===== config.mk =====
export PLATFORM = sky130hd
export DESIGN_NAME = reqwin_front
export DESIGN_NICKNAME = d
export VERILOG_FILES = /design/src/req_pin_sync.v /design/src/req_delay_line.v /design/src/reqwin_front.v
export VERILOG_INCLUDE_DIRS = /design/src
export SDC_FILE = /design/constraint.sdc
export NUM_CORES = 1
export LEC_CHECK = 0
export BUFFER_PORTS_ARGS = -buffer_cell sky130_fd_sc_hd__buf_4
export CAP_MARGIN = 20
export CORE_ASPECT_RATIO = 0.9
export CORE_MARGIN = 1.5
export CORE_UTILIZATION = 55
export DETAILED_ROUTE_END_ITERATION = 12
export HOLD_SLACK_MARGIN = 0.05
export PLACE_DENSITY = 0.8
export SETUP_SLACK_MARGIN = 0.5
export SLEW_MARGIN = 20
export SYNTH_ARGS = -nofsm -noshare
export SYNTH_HDL_FRONTEND = slang
export SYNTH_HIERARCHICAL = 1
export SYNTH_SLANG_ARGS = --single-unit

===== constraint.sdc =====
create_clock -name i_ref_clk -period 3.4 [get_ports i_ref_clk]
set_input_delay 0.51 -clock i_ref_clk [delete_from_list [all_inputs] [get_ports i_ref_clk]]
set_output_delay 0.51 -clock i_ref_clk [all_outputs]
set_load 0.03 [all_outputs]

===== src/reqwin_map.vh =====
// Register map, field positions and timing constants for the request front end
`ifndef REQWIN_MAP_VH
`define REQWIN_MAP_VH

// Word offsets in bytes
`define OFS_CTRL          4'h0
`define OFS_DELAY         4'h4
`define OFS_PHASE         4'h8
`define OFS_STATUS        4'hc

// Control register fields
`define CTRL_FORCE        0
`define CTRL_BIAS_LO      1
`define CTRL_FUNC_LO      3
`define CTRL_CAPEN        5
`define CTRL_PMODE_LO     6
`define CTRL_PATH_LO      8
`define CTRL_RESET        32'h0000_0000

// Delay register fields
`define DLY_CNT_LO        0
`define DLY_STEP_LO       4
`define DLY_DIV_LO        6
`define DELAY_RESET       32'h0000_0000

// Phase register fields
`define PH_SEL_LO         0
`define PH_Q_LO           2
`define PH_I_LO           9
`define PHASE_RESET       32'h0000_0000

// Status register fields
`define ST_POS_LO         0
`define ST_VALID          4
`define ST_SYNCED         5
`define ST_STEP_LO        16

// Function modes
`define FUNC_REQUEST      2'h0
`define FUNC_SYNC         2'h1
`define FUNC_WINDOW       2'h2

// Pulse modes and delay path codes
`define PMODE_CONT        2'h0
`define PMODE_PULSER      2'h1
`define PMODE_REPEATER    2'h2
`define PATH_ALL_MODES    2'h2

// Timing
`define CLK_PERIOD_PS     50000
`define HOLD_CLK_PERIODS  3
`define HOLD_EXTRA_PS     1600
`define HOLD_CYCLES       (`HOLD_CLK_PERIODS + \
  (`HOLD_EXTRA_PS + `CLK_PERIOD_PS - 1) / `CLK_PERIOD_PS)

`endif


===== src/req_pin_sync.v =====
// Three-stage synchroniser with agreement filter for the request pin
`timescale 1ns/1ps
`default_nettype none
module req_pin_sync (
  input  wire i_ref_clk,  // Input clock
  input  wire i_rst,      // Async reset, active high
  input  wire i_pin,      // Raw asynchronous level
  output reg  o_level     // Filtered synchronous level
);
  reg s1_q;
  reg s2_q;
  reg s3_q;

  always @(posedge i_ref_clk or posedge i_rst) begin
    if (i_rst) begin
      s1_q    <= 1'b0;
      s2_q    <= 1'b0;
      s3_q    <= 1'b0;
      o_level <= 1'b0;
    end else begin
      s1_q <= i_pin;
      s2_q <= s1_q;
      s3_q <= s2_q;
      if (s2_q == s3_q) begin
        o_level <= s3_q;
      end
    end
  end
endmodule
`default_nettype wire


===== src/req_delay_line.v =====
// Programmable clock-cycle delay line for the internal request level
`timescale 1ns/1ps
`default_nettype none
module req_delay_line (
  input  wire       i_ref_clk,  // Input clock
  input  wire       i_rst,      // Async reset, active high
  input  wire       i_din,      // Level to delay
  input  wire [3:0] i_delay,    // Added delay in cycles, on top of the one output register cycle
  output reg        o_dout      // Delayed level
);
  reg [15:0] tap_q;

  always @(posedge i_ref_clk or posedge i_rst) begin
    if (i_rst) begin
      tap_q  <= 16'h0000;
      o_dout <= 1'b0;
    end else begin
      tap_q  <= {tap_q[14:0], i_din};
      o_dout <= (i_delay == 4'h0) ? i_din : tap_q[i_delay - 4'h1];
    end
  end
endmodule
`default_nettype wire


===== src/reqwin_front.v =====
// Request input front end: force, bias, delay, windowing and divider sync
//
// The implementer's own choices: the register offsets and the Avalon-MM slave port.
`include "reqwin_map.vh"
`timescale 1ns/1ps
`default_nettype none
module reqwin_front (
  input  wire        i_ref_clk,          // Input clock, 20 MHz
  input  wire        i_rst,              // Async reset, active high
  input  wire [3:0]  i_avs_address,      // Byte address
  input  wire        i_avs_read,         // Read strobe
  input  wire        i_avs_write,        // Write strobe
  input  wire [31:0] i_avs_writedata,    // Write data
  input  wire [3:0]  i_avs_byteenable,   // Byte lanes
  output reg  [31:0] o_avs_readdata,     // Read data
  output reg         o_avs_waitrequest,  // Stall
  input  wire        i_ref_request_input,// Request pin level
  output reg  [1:0]  o_request_bias_select, // Common mode select
  output reg  [1:0]  o_request_step_size,   // Delay step code
  output reg         o_ref_request,      // Delayed request level
  output reg         o_div_sync,         // Divider align pulse
  output reg  [1:0]  o_ref_pulse_mode,   // Generator or repeater
  output reg         o_retime_ready,     // Repeater retime configured
  output reg  [8:0]  o_delay_step_number,// Interpolator step count
  output reg  [3:0]  o_interp_phase      // Interpolator divider phase
);
  reg  [31:0] ctrl_q;
  reg  [31:0] delay_q;
  reg  [31:0] phase_q;
  reg  [3:0]  pos_q;
  reg         pos_valid_q;
  reg         synced_q;
  reg  [3:0]  icnt_q;
  reg  [3:0]  hold_q;
  reg         req_prev_q;
  reg         ack_q;
  reg  [31:0] rd_d;
  wire        pin_lvl;
  wire        dly_out;
  wire        req_lvl;
  wire        req_rise;
  wire        pin_rise;
  wire [1:0]  func_mode;
  wire [1:0]  div_code;
  wire [3:0]  div_last;
  wire        access;

  // Merge byte lanes into a register
  function [31:0] merge;
    input [31:0] old;
    input [31:0] wdat;
    input [3:0]  be;
    integer k;
    begin
      merge = old;
      for (k = 0; k < 4; k = k + 1) begin
        if (be[k]) begin
          merge[k*8 +: 8] = wdat[k*8 +: 8];
        end
      end
    end
  endfunction

  // Interpolator step count from phase and weights
  function [8:0] step_num;
    input [1:0] ph;
    input [6:0] q;
    input [6:0] iw;
    begin
      case (ph)
        2'h3:    step_num = 9'h07f - {2'h0, iw};
        2'h2:    step_num = 9'h0fe - {2'h0, q};
        2'h0:    step_num = 9'h17d - {2'h0, iw};
        default: step_num = 9'h1fc - {2'h0, q};
      endcase
    end
  endfunction

  assign func_mode = ctrl_q[`CTRL_FUNC_LO +: 2];
  assign div_code  = delay_q[`DLY_DIV_LO +: 2];
  // Divide by 2, 4, 8, 16
  assign div_last  = (4'h2 << div_code) - 4'h1;
  assign access    = (i_avs_read | i_avs_write) & o_avs_waitrequest & ~ack_q;

  req_pin_sync u_sync (
    .i_ref_clk (i_ref_clk),
    .i_rst     (i_rst),
    .i_pin     (i_ref_request_input),
    .o_level   (pin_lvl)
  );

  assign req_lvl = pin_lvl | ctrl_q[`CTRL_FORCE];

  req_delay_line u_dly (
    .i_ref_clk (i_ref_clk),
    .i_rst     (i_rst),
    .i_din     (req_lvl),
    .i_delay   (delay_q[`DLY_CNT_LO +: 4]),
    .o_dout    (dly_out)
  );

  reg pin_prev_q;
  assign req_rise = req_lvl & ~req_prev_q;
  assign pin_rise = pin_lvl & ~pin_prev_q;

  // Bus slave: one wait cycle, then answer
  always @(posedge i_ref_clk or posedge i_rst) begin
    if (i_rst) begin
      o_avs_waitrequest <= 1'b1;
      ack_q             <= 1'b0;
      o_avs_readdata    <= 32'h0000_0000;
    end else begin
      ack_q             <= access;
      o_avs_waitrequest <= ~access;
      if (access && i_avs_read) begin
        o_avs_readdata <= rd_d;
      end
    end
  end

  always @* begin
    rd_d = 32'h0000_0000;
    case (i_avs_address)
      `OFS_CTRL:  rd_d = ctrl_q;
      `OFS_DELAY: rd_d = delay_q;
      `OFS_PHASE: rd_d = phase_q;
      `OFS_STATUS: begin
        rd_d[`ST_POS_LO +: 4]  = pos_q;
        rd_d[`ST_VALID]        = pos_valid_q;
        rd_d[`ST_SYNCED]       = synced_q;
        rd_d[`ST_STEP_LO +: 9] = o_delay_step_number;
      end
      default: rd_d = 32'h0000_0000;
    endcase
  end

  // Config writes; none of these starts a divider sync
  always @(posedge i_ref_clk or posedge i_rst) begin
    if (i_rst) begin
      ctrl_q  <= `CTRL_RESET;
      delay_q <= `DELAY_RESET;
      phase_q <= `PHASE_RESET;
    end else if (access && i_avs_write) begin
      case (i_avs_address)
        `OFS_CTRL: begin
          ctrl_q <= merge(ctrl_q, i_avs_writedata, i_avs_byteenable)
                    & 32'h0000_03ff;
        end
        `OFS_DELAY: begin
          delay_q <= merge(delay_q, i_avs_writedata, i_avs_byteenable)
                     & 32'h0000_00ff;
        end
        `OFS_PHASE: begin
          phase_q <= merge(phase_q, i_avs_writedata, i_avs_byteenable)
                     & 32'h0000_ffff;
        end
        default: begin
          ctrl_q <= ctrl_q;
        end
      endcase
    end
  end

  // Interpolator phase counter and divider alignment
  always @(posedge i_ref_clk or posedge i_rst) begin
    if (i_rst) begin
      icnt_q     <= 4'h0;
      o_div_sync <= 1'b0;
      synced_q   <= 1'b0;
      req_prev_q <= 1'b0;
      pin_prev_q <= 1'b0;
    end else begin
      req_prev_q <= req_lvl;
      pin_prev_q <= pin_lvl;
      if (func_mode == `FUNC_SYNC && pin_rise) begin
        o_div_sync <= 1'b1;
        icnt_q     <= 4'h0;
        synced_q   <= 1'b1;
      end else begin
        o_div_sync <= 1'b0;
        icnt_q     <= (icnt_q >= div_last) ? 4'h0 : icnt_q + 4'h1;
      end
    end
  end

  // Windowing capture from the pin path
  always @(posedge i_ref_clk or posedge i_rst) begin
    if (i_rst) begin
      pos_q       <= 4'h0;
      pos_valid_q <= 1'b0;
      hold_q      <= 4'h0;
    end else if (func_mode == `FUNC_WINDOW && ctrl_q[`CTRL_CAPEN]) begin
      if (pin_rise) begin
        pos_q       <= icnt_q;
        pos_valid_q <= 1'b0;
        hold_q      <= 4'h1;
      end else if (!pin_lvl) begin
        hold_q <= 4'h0;
      end else if (hold_q != 4'h0 && hold_q < `HOLD_CYCLES) begin
        hold_q <= hold_q + 4'h1;
      end else if (hold_q == `HOLD_CYCLES) begin
        pos_valid_q <= 1'b1;
      end
    end else begin
      hold_q <= 4'h0;
    end
  end

  // Output drivers
  always @(posedge i_ref_clk or posedge i_rst) begin
    if (i_rst) begin
      o_request_bias_select <= 2'h0;
      o_request_step_size   <= 2'h0;
      o_ref_request         <= 1'b0;
      o_ref_pulse_mode      <= 2'h0;
      o_retime_ready        <= 1'b0;
      o_delay_step_number   <= 9'h000;
      o_interp_phase        <= 4'h0;
    end else begin
      o_request_bias_select <= ctrl_q[`CTRL_BIAS_LO +: 2];
      o_request_step_size   <= delay_q[`DLY_STEP_LO +: 2];
      o_ref_request <= (func_mode == `FUNC_REQUEST) ? dly_out : 1'b0;
      o_ref_pulse_mode <= ctrl_q[`CTRL_PMODE_LO +: 2];
      o_retime_ready <= (ctrl_q[`CTRL_PMODE_LO +: 2] == `PMODE_REPEATER) &&
                        (ctrl_q[`CTRL_PATH_LO +: 2] == `PATH_ALL_MODES);
      o_delay_step_number <= step_num(phase_q[`PH_SEL_LO +: 2],
                                      phase_q[`PH_Q_LO +: 7],
                                      phase_q[`PH_I_LO +: 7]);
      o_interp_phase <= icnt_q;
    end
  end

  // Request edge seen, for future pulse use
  wire unused_rise = req_rise;
endmodule
`default_nettype wire


# After elaboration in Yosys (flattened, before gate mapping)
# Cells that the tools add are included.
[word_totals] register_bits=119 in_bits=45 out_inout_bits=55 elab_cells=100
[op_classes] n_addsub=8 order_cmp=3 eq_ne=13 n_shift=1 muxes=19 bitwise_logic=8 reduce_logical=20
[op_table] op="one-hot mux 10 bit (3 select lines)" count=1
[op_table] op="one-hot mux 9 bit (3 select lines)" count=1
[op_table] op="2-to-1 mux 4 bit" count=6
[op_table] op="one-hot mux 6 bit (4 select lines)" count=1
[op_table] op="AND reduction 3 bit" count=5
[op_table] op="== test 2 bit, second input constant" count=5
[op_table] op="2-to-1 mux 9 bit" count=1
[op_table] op="subtractor 3 x 8 -> 9 bit, first input constant" count=1
[op_table] op="subtractor 8 x 7 -> 9 bit, first input constant" count=1
[op_table] op="subtractor 9 x 7 -> 9 bit, first input constant" count=1
[op_table] op="adder 4 x 1 -> 4 bit, second input constant" count=2
[op_table] op="== test 4 x 3 -> 1 bit, second input constant" count=2
[op_table] op="== test 4 bit, second input constant" count=2
[op_table] op="zero test 4 bit" count=2
[op_table] op="2-to-1 mux 1 bit" count=8
[op_table] op="subtractor 4 x 1 -> 4 bit, second input constant" count=2
[op_table] op="subtractor 7 x 7 -> 8 bit, first input constant" count=1
[op_table] op="logical AND 1 bit" count=6
[op_table] op="less-than comparator 4 x 5 -> 1 bit, second input constant" count=1
[op_table] op="binary-select mux 1 bit (select 4 bit)" count=1
[op_table] op=">= comparator 4 bit" count=1
[op_table] op="zero test 2 bit" count=2
[op_table] op="less-than comparator 4 x 3 -> 1 bit, second input constant" count=1
[op_table] op="!= test 4 bit, second input constant" count=1
[op_table] op="other kinds (11)" count=17

# Logic depth before layout (Yosys ltp)
[logic_depth] depth_word=6 ltp_mapped=8 ltp_nobuf=7

# Hierarchy
# Netlist, hierarchy kept.
[modules_own_cells] module="reqwin_front" n_inst=1 cells_each=329 area_each_um2=4350.4
[modules_own_cells] module="req_delay_line" n_inst=1 cells_each=42 area_each_um2=670.6
[modules_own_cells] module="req_pin_sync" n_inst=1 cells_each=6 area_each_um2=115.1

# Worst setup path before layout
# Ideal clock, no wire load.
[synth_path] kind="flip-flop to flip-flop" startpoint="register phase_q[0]" endpoint="register o_delay_step_number[4]" arrival_ns=1.718 path_slack_ns=1.556 path_stages_with_launch=9 synth_period_minus_slack_ns=1.844 path_cell_list="dfrtp_1 -> buf_6 -> nand2b_1 -> xor2_1 -> ha_1 -> nand3b_1 -> nor3_1 -> nor3b_1 -> o32a_1"
[synth_between] elab_chain_len=2 elab_cells_between_ends=4 cone_classes="2 x eq/ne; 1 x mux; 1 x reduce/logical"
[synth_rtl] item="from (decl)" line="reqwin_front.v:29" text="reg [31:0] phase_q;"
[synth_rtl] item="from (signal assigned)" line="reqwin_front.v:142" text="phase_q <= `PHASE_RESET;"
[synth_rtl] item="from (signal assigned)" line="reqwin_front.v:154" text="phase_q <= merge(phase_q, i_avs_writedata, i_avs_byteenable)"
[synth_rtl] item="== test 2 bit or zero test 2 bit (tied branches)" line="reqwin_front.v:70" text="case (ph)"
[synth_rtl] item="one-hot mux 9 bit (3 select lines) *" line="reqwin_front.v:70"
[synth_rtl] item="to (signal assigned)" line="reqwin_front.v:226" text="o_delay_step_number <= step_num(phase_q[`PH_SEL_LO +: 2],"
[synth_rtl] item="to (decl)" line="reqwin_front.v:24" text="output reg [8:0] o_delay_step_number,"
# Every way passes the cells marked *; elsewhere a longest branch is shown, timed or not.
# A chain may end at the register's enable or synchronous reset.

# Worst setup path after layout
[layout_path] startpoint="register phase_q[1]" endpoint="register o_delay_step_number[4]"
# The elaborated chain is that of the path after synthesis.

==> key figures <==
STA
  • Part of the cycle the worst path needs: ~69%
  • Setup skew after layout: 0.0109 ns
  • Setup tns final: 0 ns
  • Min cycle time layout: 2.35 ns
  • Fmax: 425 MHz
  • Final-report hold violation count: 0
  • Setup repair after global routing missed its margin: no
  • Final setup fails: 0
  • Worst-margin pin slew: ~0.86 ns
  • Worst slack on hold paths: ~0.092 ns
  • Max Transition Viols Final: 0
  • Least setup slack across all paths after layout: ~1.0 ns
  • Worst relative slew slack: between 40% and 50%

GRT
  • Grt met2 use: 38.4%
  • Met1 GRT Util: between 20% and 30%
  • Maximum number of pins on one net before global-route repair: ~40
  • Antenna violations before repair: 0
  • Most used routing layer in global routing: met2
  • Total routing resource utilization after global routing: between 20 and 25%
  • Met3 layer usage reported by global route: 6.76%
  • Remaining Overflow, GRT: 0
  • Wire length of the first global-routing pass: roughly 17000 um
  • Via count of the first global-routing pass: ~3400

Layout
  • Filler cell count in the final layout: about 600
  • Post-layout instance area: between 0.006 and 0.007 mm2
  • Layout Area Growth over Synthesis: 23.8%
  • Proportion of layout cells with a drive suffix above 1: between 30 and 40%
  • Antenna diode count: 0
  • Final Core Density: between 60% and 70%
  • Layout Nets: between 500 and 600

Logic synthesis
  • Post-synth ARST share: 100%
  • Synth Cell Area: just over 0.005 mm2
  • Top_reg_cell synth: sky130_fd_sc_hd__dfrtp_1
  • Most numerous cell in the Yosys netlist: sky130_fd_sc_hd__dfrtp_1
  • Cells after synthesis: ~380
  • Synthesized area divided by synthesized cell count: around 14 um2
  • Yosys Warn Count: 6
  • Synth top area cells: sky130_fd_sc_hd__dfrtp_1 (57%), sky130_fd_sc_hd__mux2_2 (8.1%), sky130_fd_sc_hd__a22o_1 (3.6%)
  • Area share of the largest cell type after synthesis: a little under three fifths
  • Post-synthesis cell type with the largest combined area: sky130_fd_sc_hd__dfrtp_1
  • Synth cell count leaders: sky130_fd_sc_hd__dfrtp_1 (118), sky130_fd_sc_hd__mux2_2 (37), sky130_fd_sc_hd__a22o_1 (21)
  • Yosys reg bits: 119
  • Number of enable flip-flop cells after synthesis: 0
  • Portion of the post-synthesis area used by sequential elements: 58.0%
  • Netlist cell types: 61

Clocking
  • Maximum level of the CTS H-tree: 4
  • TritonCTS Sinks: approximately 120
  • Clock tree buffer depth: 2
  • CTS tree: yes
  • Cts bufs inserted: 17
  • Post-cts resize count: 0
  • CTS clock-pin slew for the worst setup and hold paths: 0.06 ns
  • Root buffer selected by CTS: sky130_fd_sc_hd__clkbuf_8
  • Source-to-sink clock delay at the later pin of the worst-skew pair: between 0.5 and 0.6 ns

Route
  • Total length of routed wires: 10600 um
  • Antenna viol nets, final: 0
  • TritonRoute pass-1 iters: 4
  • Via density per instance: about 5.6
  • Via count: 3308
  • Count of routing violations after the opening detailed-route iteration: roughly 140
  • DRC errors left: 0
  • Final routed wire length divided by cell count: around 18 um

Worst setup path
  • Required time reported for the critical path endpoint: roughly 3.8 ns
  • Arrival time of data at the critical path endpoint: approximately 2.8 ns
  • Worst Setup Start Kind: flip-flop
  • Largest driver fanout on the critical path: 22
  • Kind of critical path: flip-flop to flip-flop
  • Critical Path End Type: flip-flop

Power
  • Share of total power in combinational logic: between 20% and 30%
  • Net switching power: 0.00161 W
  • Power density over the cells: around 800 mW/mm2
  • Switching part of the total power: 32.4%
  • Share of power burned in the clock network: 35.6%
  • Peak ir drop on the vdd network: about 0.00052 V
  • Internal portion of total power: around 0.0034 W
  • Pleak: 3.03 nW
  • Portion of total power attributed to sequential cells: 39.9%

Run status
  • Outcome: completed

Run
  • Max-Cap Viols: 0

Placement
  • RePlAce Congestion: 0.841
  • Area of placed instances: 0.00575 mm2
  • Count of buffers inserted at the top-level ports: between 70 and 80
  • Total half-perimeter wirelength after legalization and detailed placement: 7150 um
  • Dpl ws: around 1.1 ns

Die
  • Die span in y: 94.7 um
  • Die ar.: 0.00993 mm2
  • Site Rows: 33
  • Core area: just over 0.009 mm2
  • Die X: ~100 um
  • Initial standard-cell utilization of the core: between 50% and 60%
  • Io pins: 100

Hold path
  • Class of the tightest hold or removal check: input pin to flip-flop
## layout make-up
type	count	area, um2	share of cell area, %
timing repair buffer	77	581	9.13
inverter	14	56.3	0.886
multi-input combinational	230	1990	31.4
clock buffer	17	414	6.52
tap	122	153	2.40
clock inverter	15	179	2.81
sequential	119	2980	46.9
## placed cells by master, fill, tap and decap left out, drive strengths merged, types with 2 or more instances in the layout
| cell type | instances |
|---|---|
| mux2 | 38 |
| xnor2 | 6 |
| ha | 10 |
| o31a | 2 |
| nand2 | 20 |
| bufinv | 3 |
| nor3b | 4 |
| mux4 | 10 |
| conb | 7 |
| o31ai | 3 |
| o22ai | 2 |
| a21oi | 9 |
| mux2i | 8 |
| buf | 76 |
| nand4b | 3 |
| a21o | 2 |
| nor2 | 21 |
| and2b | 2 |
| nor3 | 7 |
| nand3 | 8 |
| clkinvlp | 5 |
| clkbuf | 17 |
| dfrtp | 118 |
| o21ai | 11 |
| a22o | 21 |
| or2 | 3 |
| a32o | 2 |
| o211ai | 2 |
| xor2 | 11 |
| inv | 15 |
| clkinv | 6 |
| nor4 | 2 |
## sequential cells by signal, indices dropped and copies added (netlist names), 2 cells and up
name	count
o_delay_step_number	9
ctrl_q	10
icnt_q	4
u_dly/tap_q	16
pos_q	4
o_interp_phase	4
o_request_bias_select	2
hold_q	4
delay_q	8
phase_q	16
o_avs_readdata	25
o_request_step_size	2
o_ref_pulse_mode	2
## critical path: stages (launching register included)
cell and delay [ns]:
sky130_fd_sc_hd__dfrtp_1 0.76, sky130_fd_sc_hd__nand2b_1 0.18, sky130_fd_sc_hd__xor2_1 0.18, sky130_fd_sc_hd__ha_1 0.27, sky130_fd_sc_hd__nand3b_1 0.25, sky130_fd_sc_hd__nor3_1 0.18, sky130_fd_sc_hd__nor3b_1 0.08, sky130_fd_sc_hd__o32a_1 0.33
## final timing paths
path                                      from                      to  slack [ns]  depth (start not counted)
setup / recovery                    phase_q[1]  o_delay_step_number[4]        1.05                          7
hold / removal             i_ref_request_input             u_sync/s1_q        0.09                          1
setup reg to reg                    phase_q[1]  o_delay_step_number[4]        1.05                          7
hold reg to reg                    u_sync/s1_q             u_sync/s2_q        0.35                          0
max in group asynchronous                i_rst       o_avs_waitrequest        1.77                          4
min in group asynchronous                i_rst             u_sync/s1_q        0.45                          3
## cell families after synthesis
kind of cell | Yosys count | synth area share [%]
simple gates | 80 | 9.62
compound gates | 59 | 8.43
xor+xnor | 17 | 2.90
other cells | 1 | 0.0730
flops | 119 | 58.0
fa+ha+maj | 11 | 2.66
mux | 56 | 14.7
buf+inv | 34 | 3.61
## power groups by stage
stage / combinational, W / clock (W) / sequential, W
4_1_cts: 0.00123 / 0.00179 / 0.00199
2_1_floorplan: 0.000684 / 0 / 0.00214
3_3_place_gp: 0.00116 / 0 / 0.00200
6_report: 0.00122 / 0.00177 / 0.00199
3_5_place_dp: 0.00120 / 0 / 0.00201
5_1_grt: 0.00132 / 0.00186 / 0.00204
## layer usage
metal / part of all wire, % / wire length (um)
met1: 43 / 4530
met3: 5.7 / 604
met4: 0.95 / 101
met2: 51 / 5390
met5: 0 / 0
## stage by stage
step	total power [W]	std cells
after floorplan	0.00282	383
after global placement	0.00316	561
after detailed placement	0.00321	561
after CTS	0.00501	594
after global routing	0.00521	594
final	0.00499	594
## timing repair
item / 4_1_cts / 5_1_grt
hold buffers: 1 / 0
buffers inserted: 0 / 0
endpoints found under the hold margin: 4 / 0
Note: power is estimated with default switching activity, not from simulation.
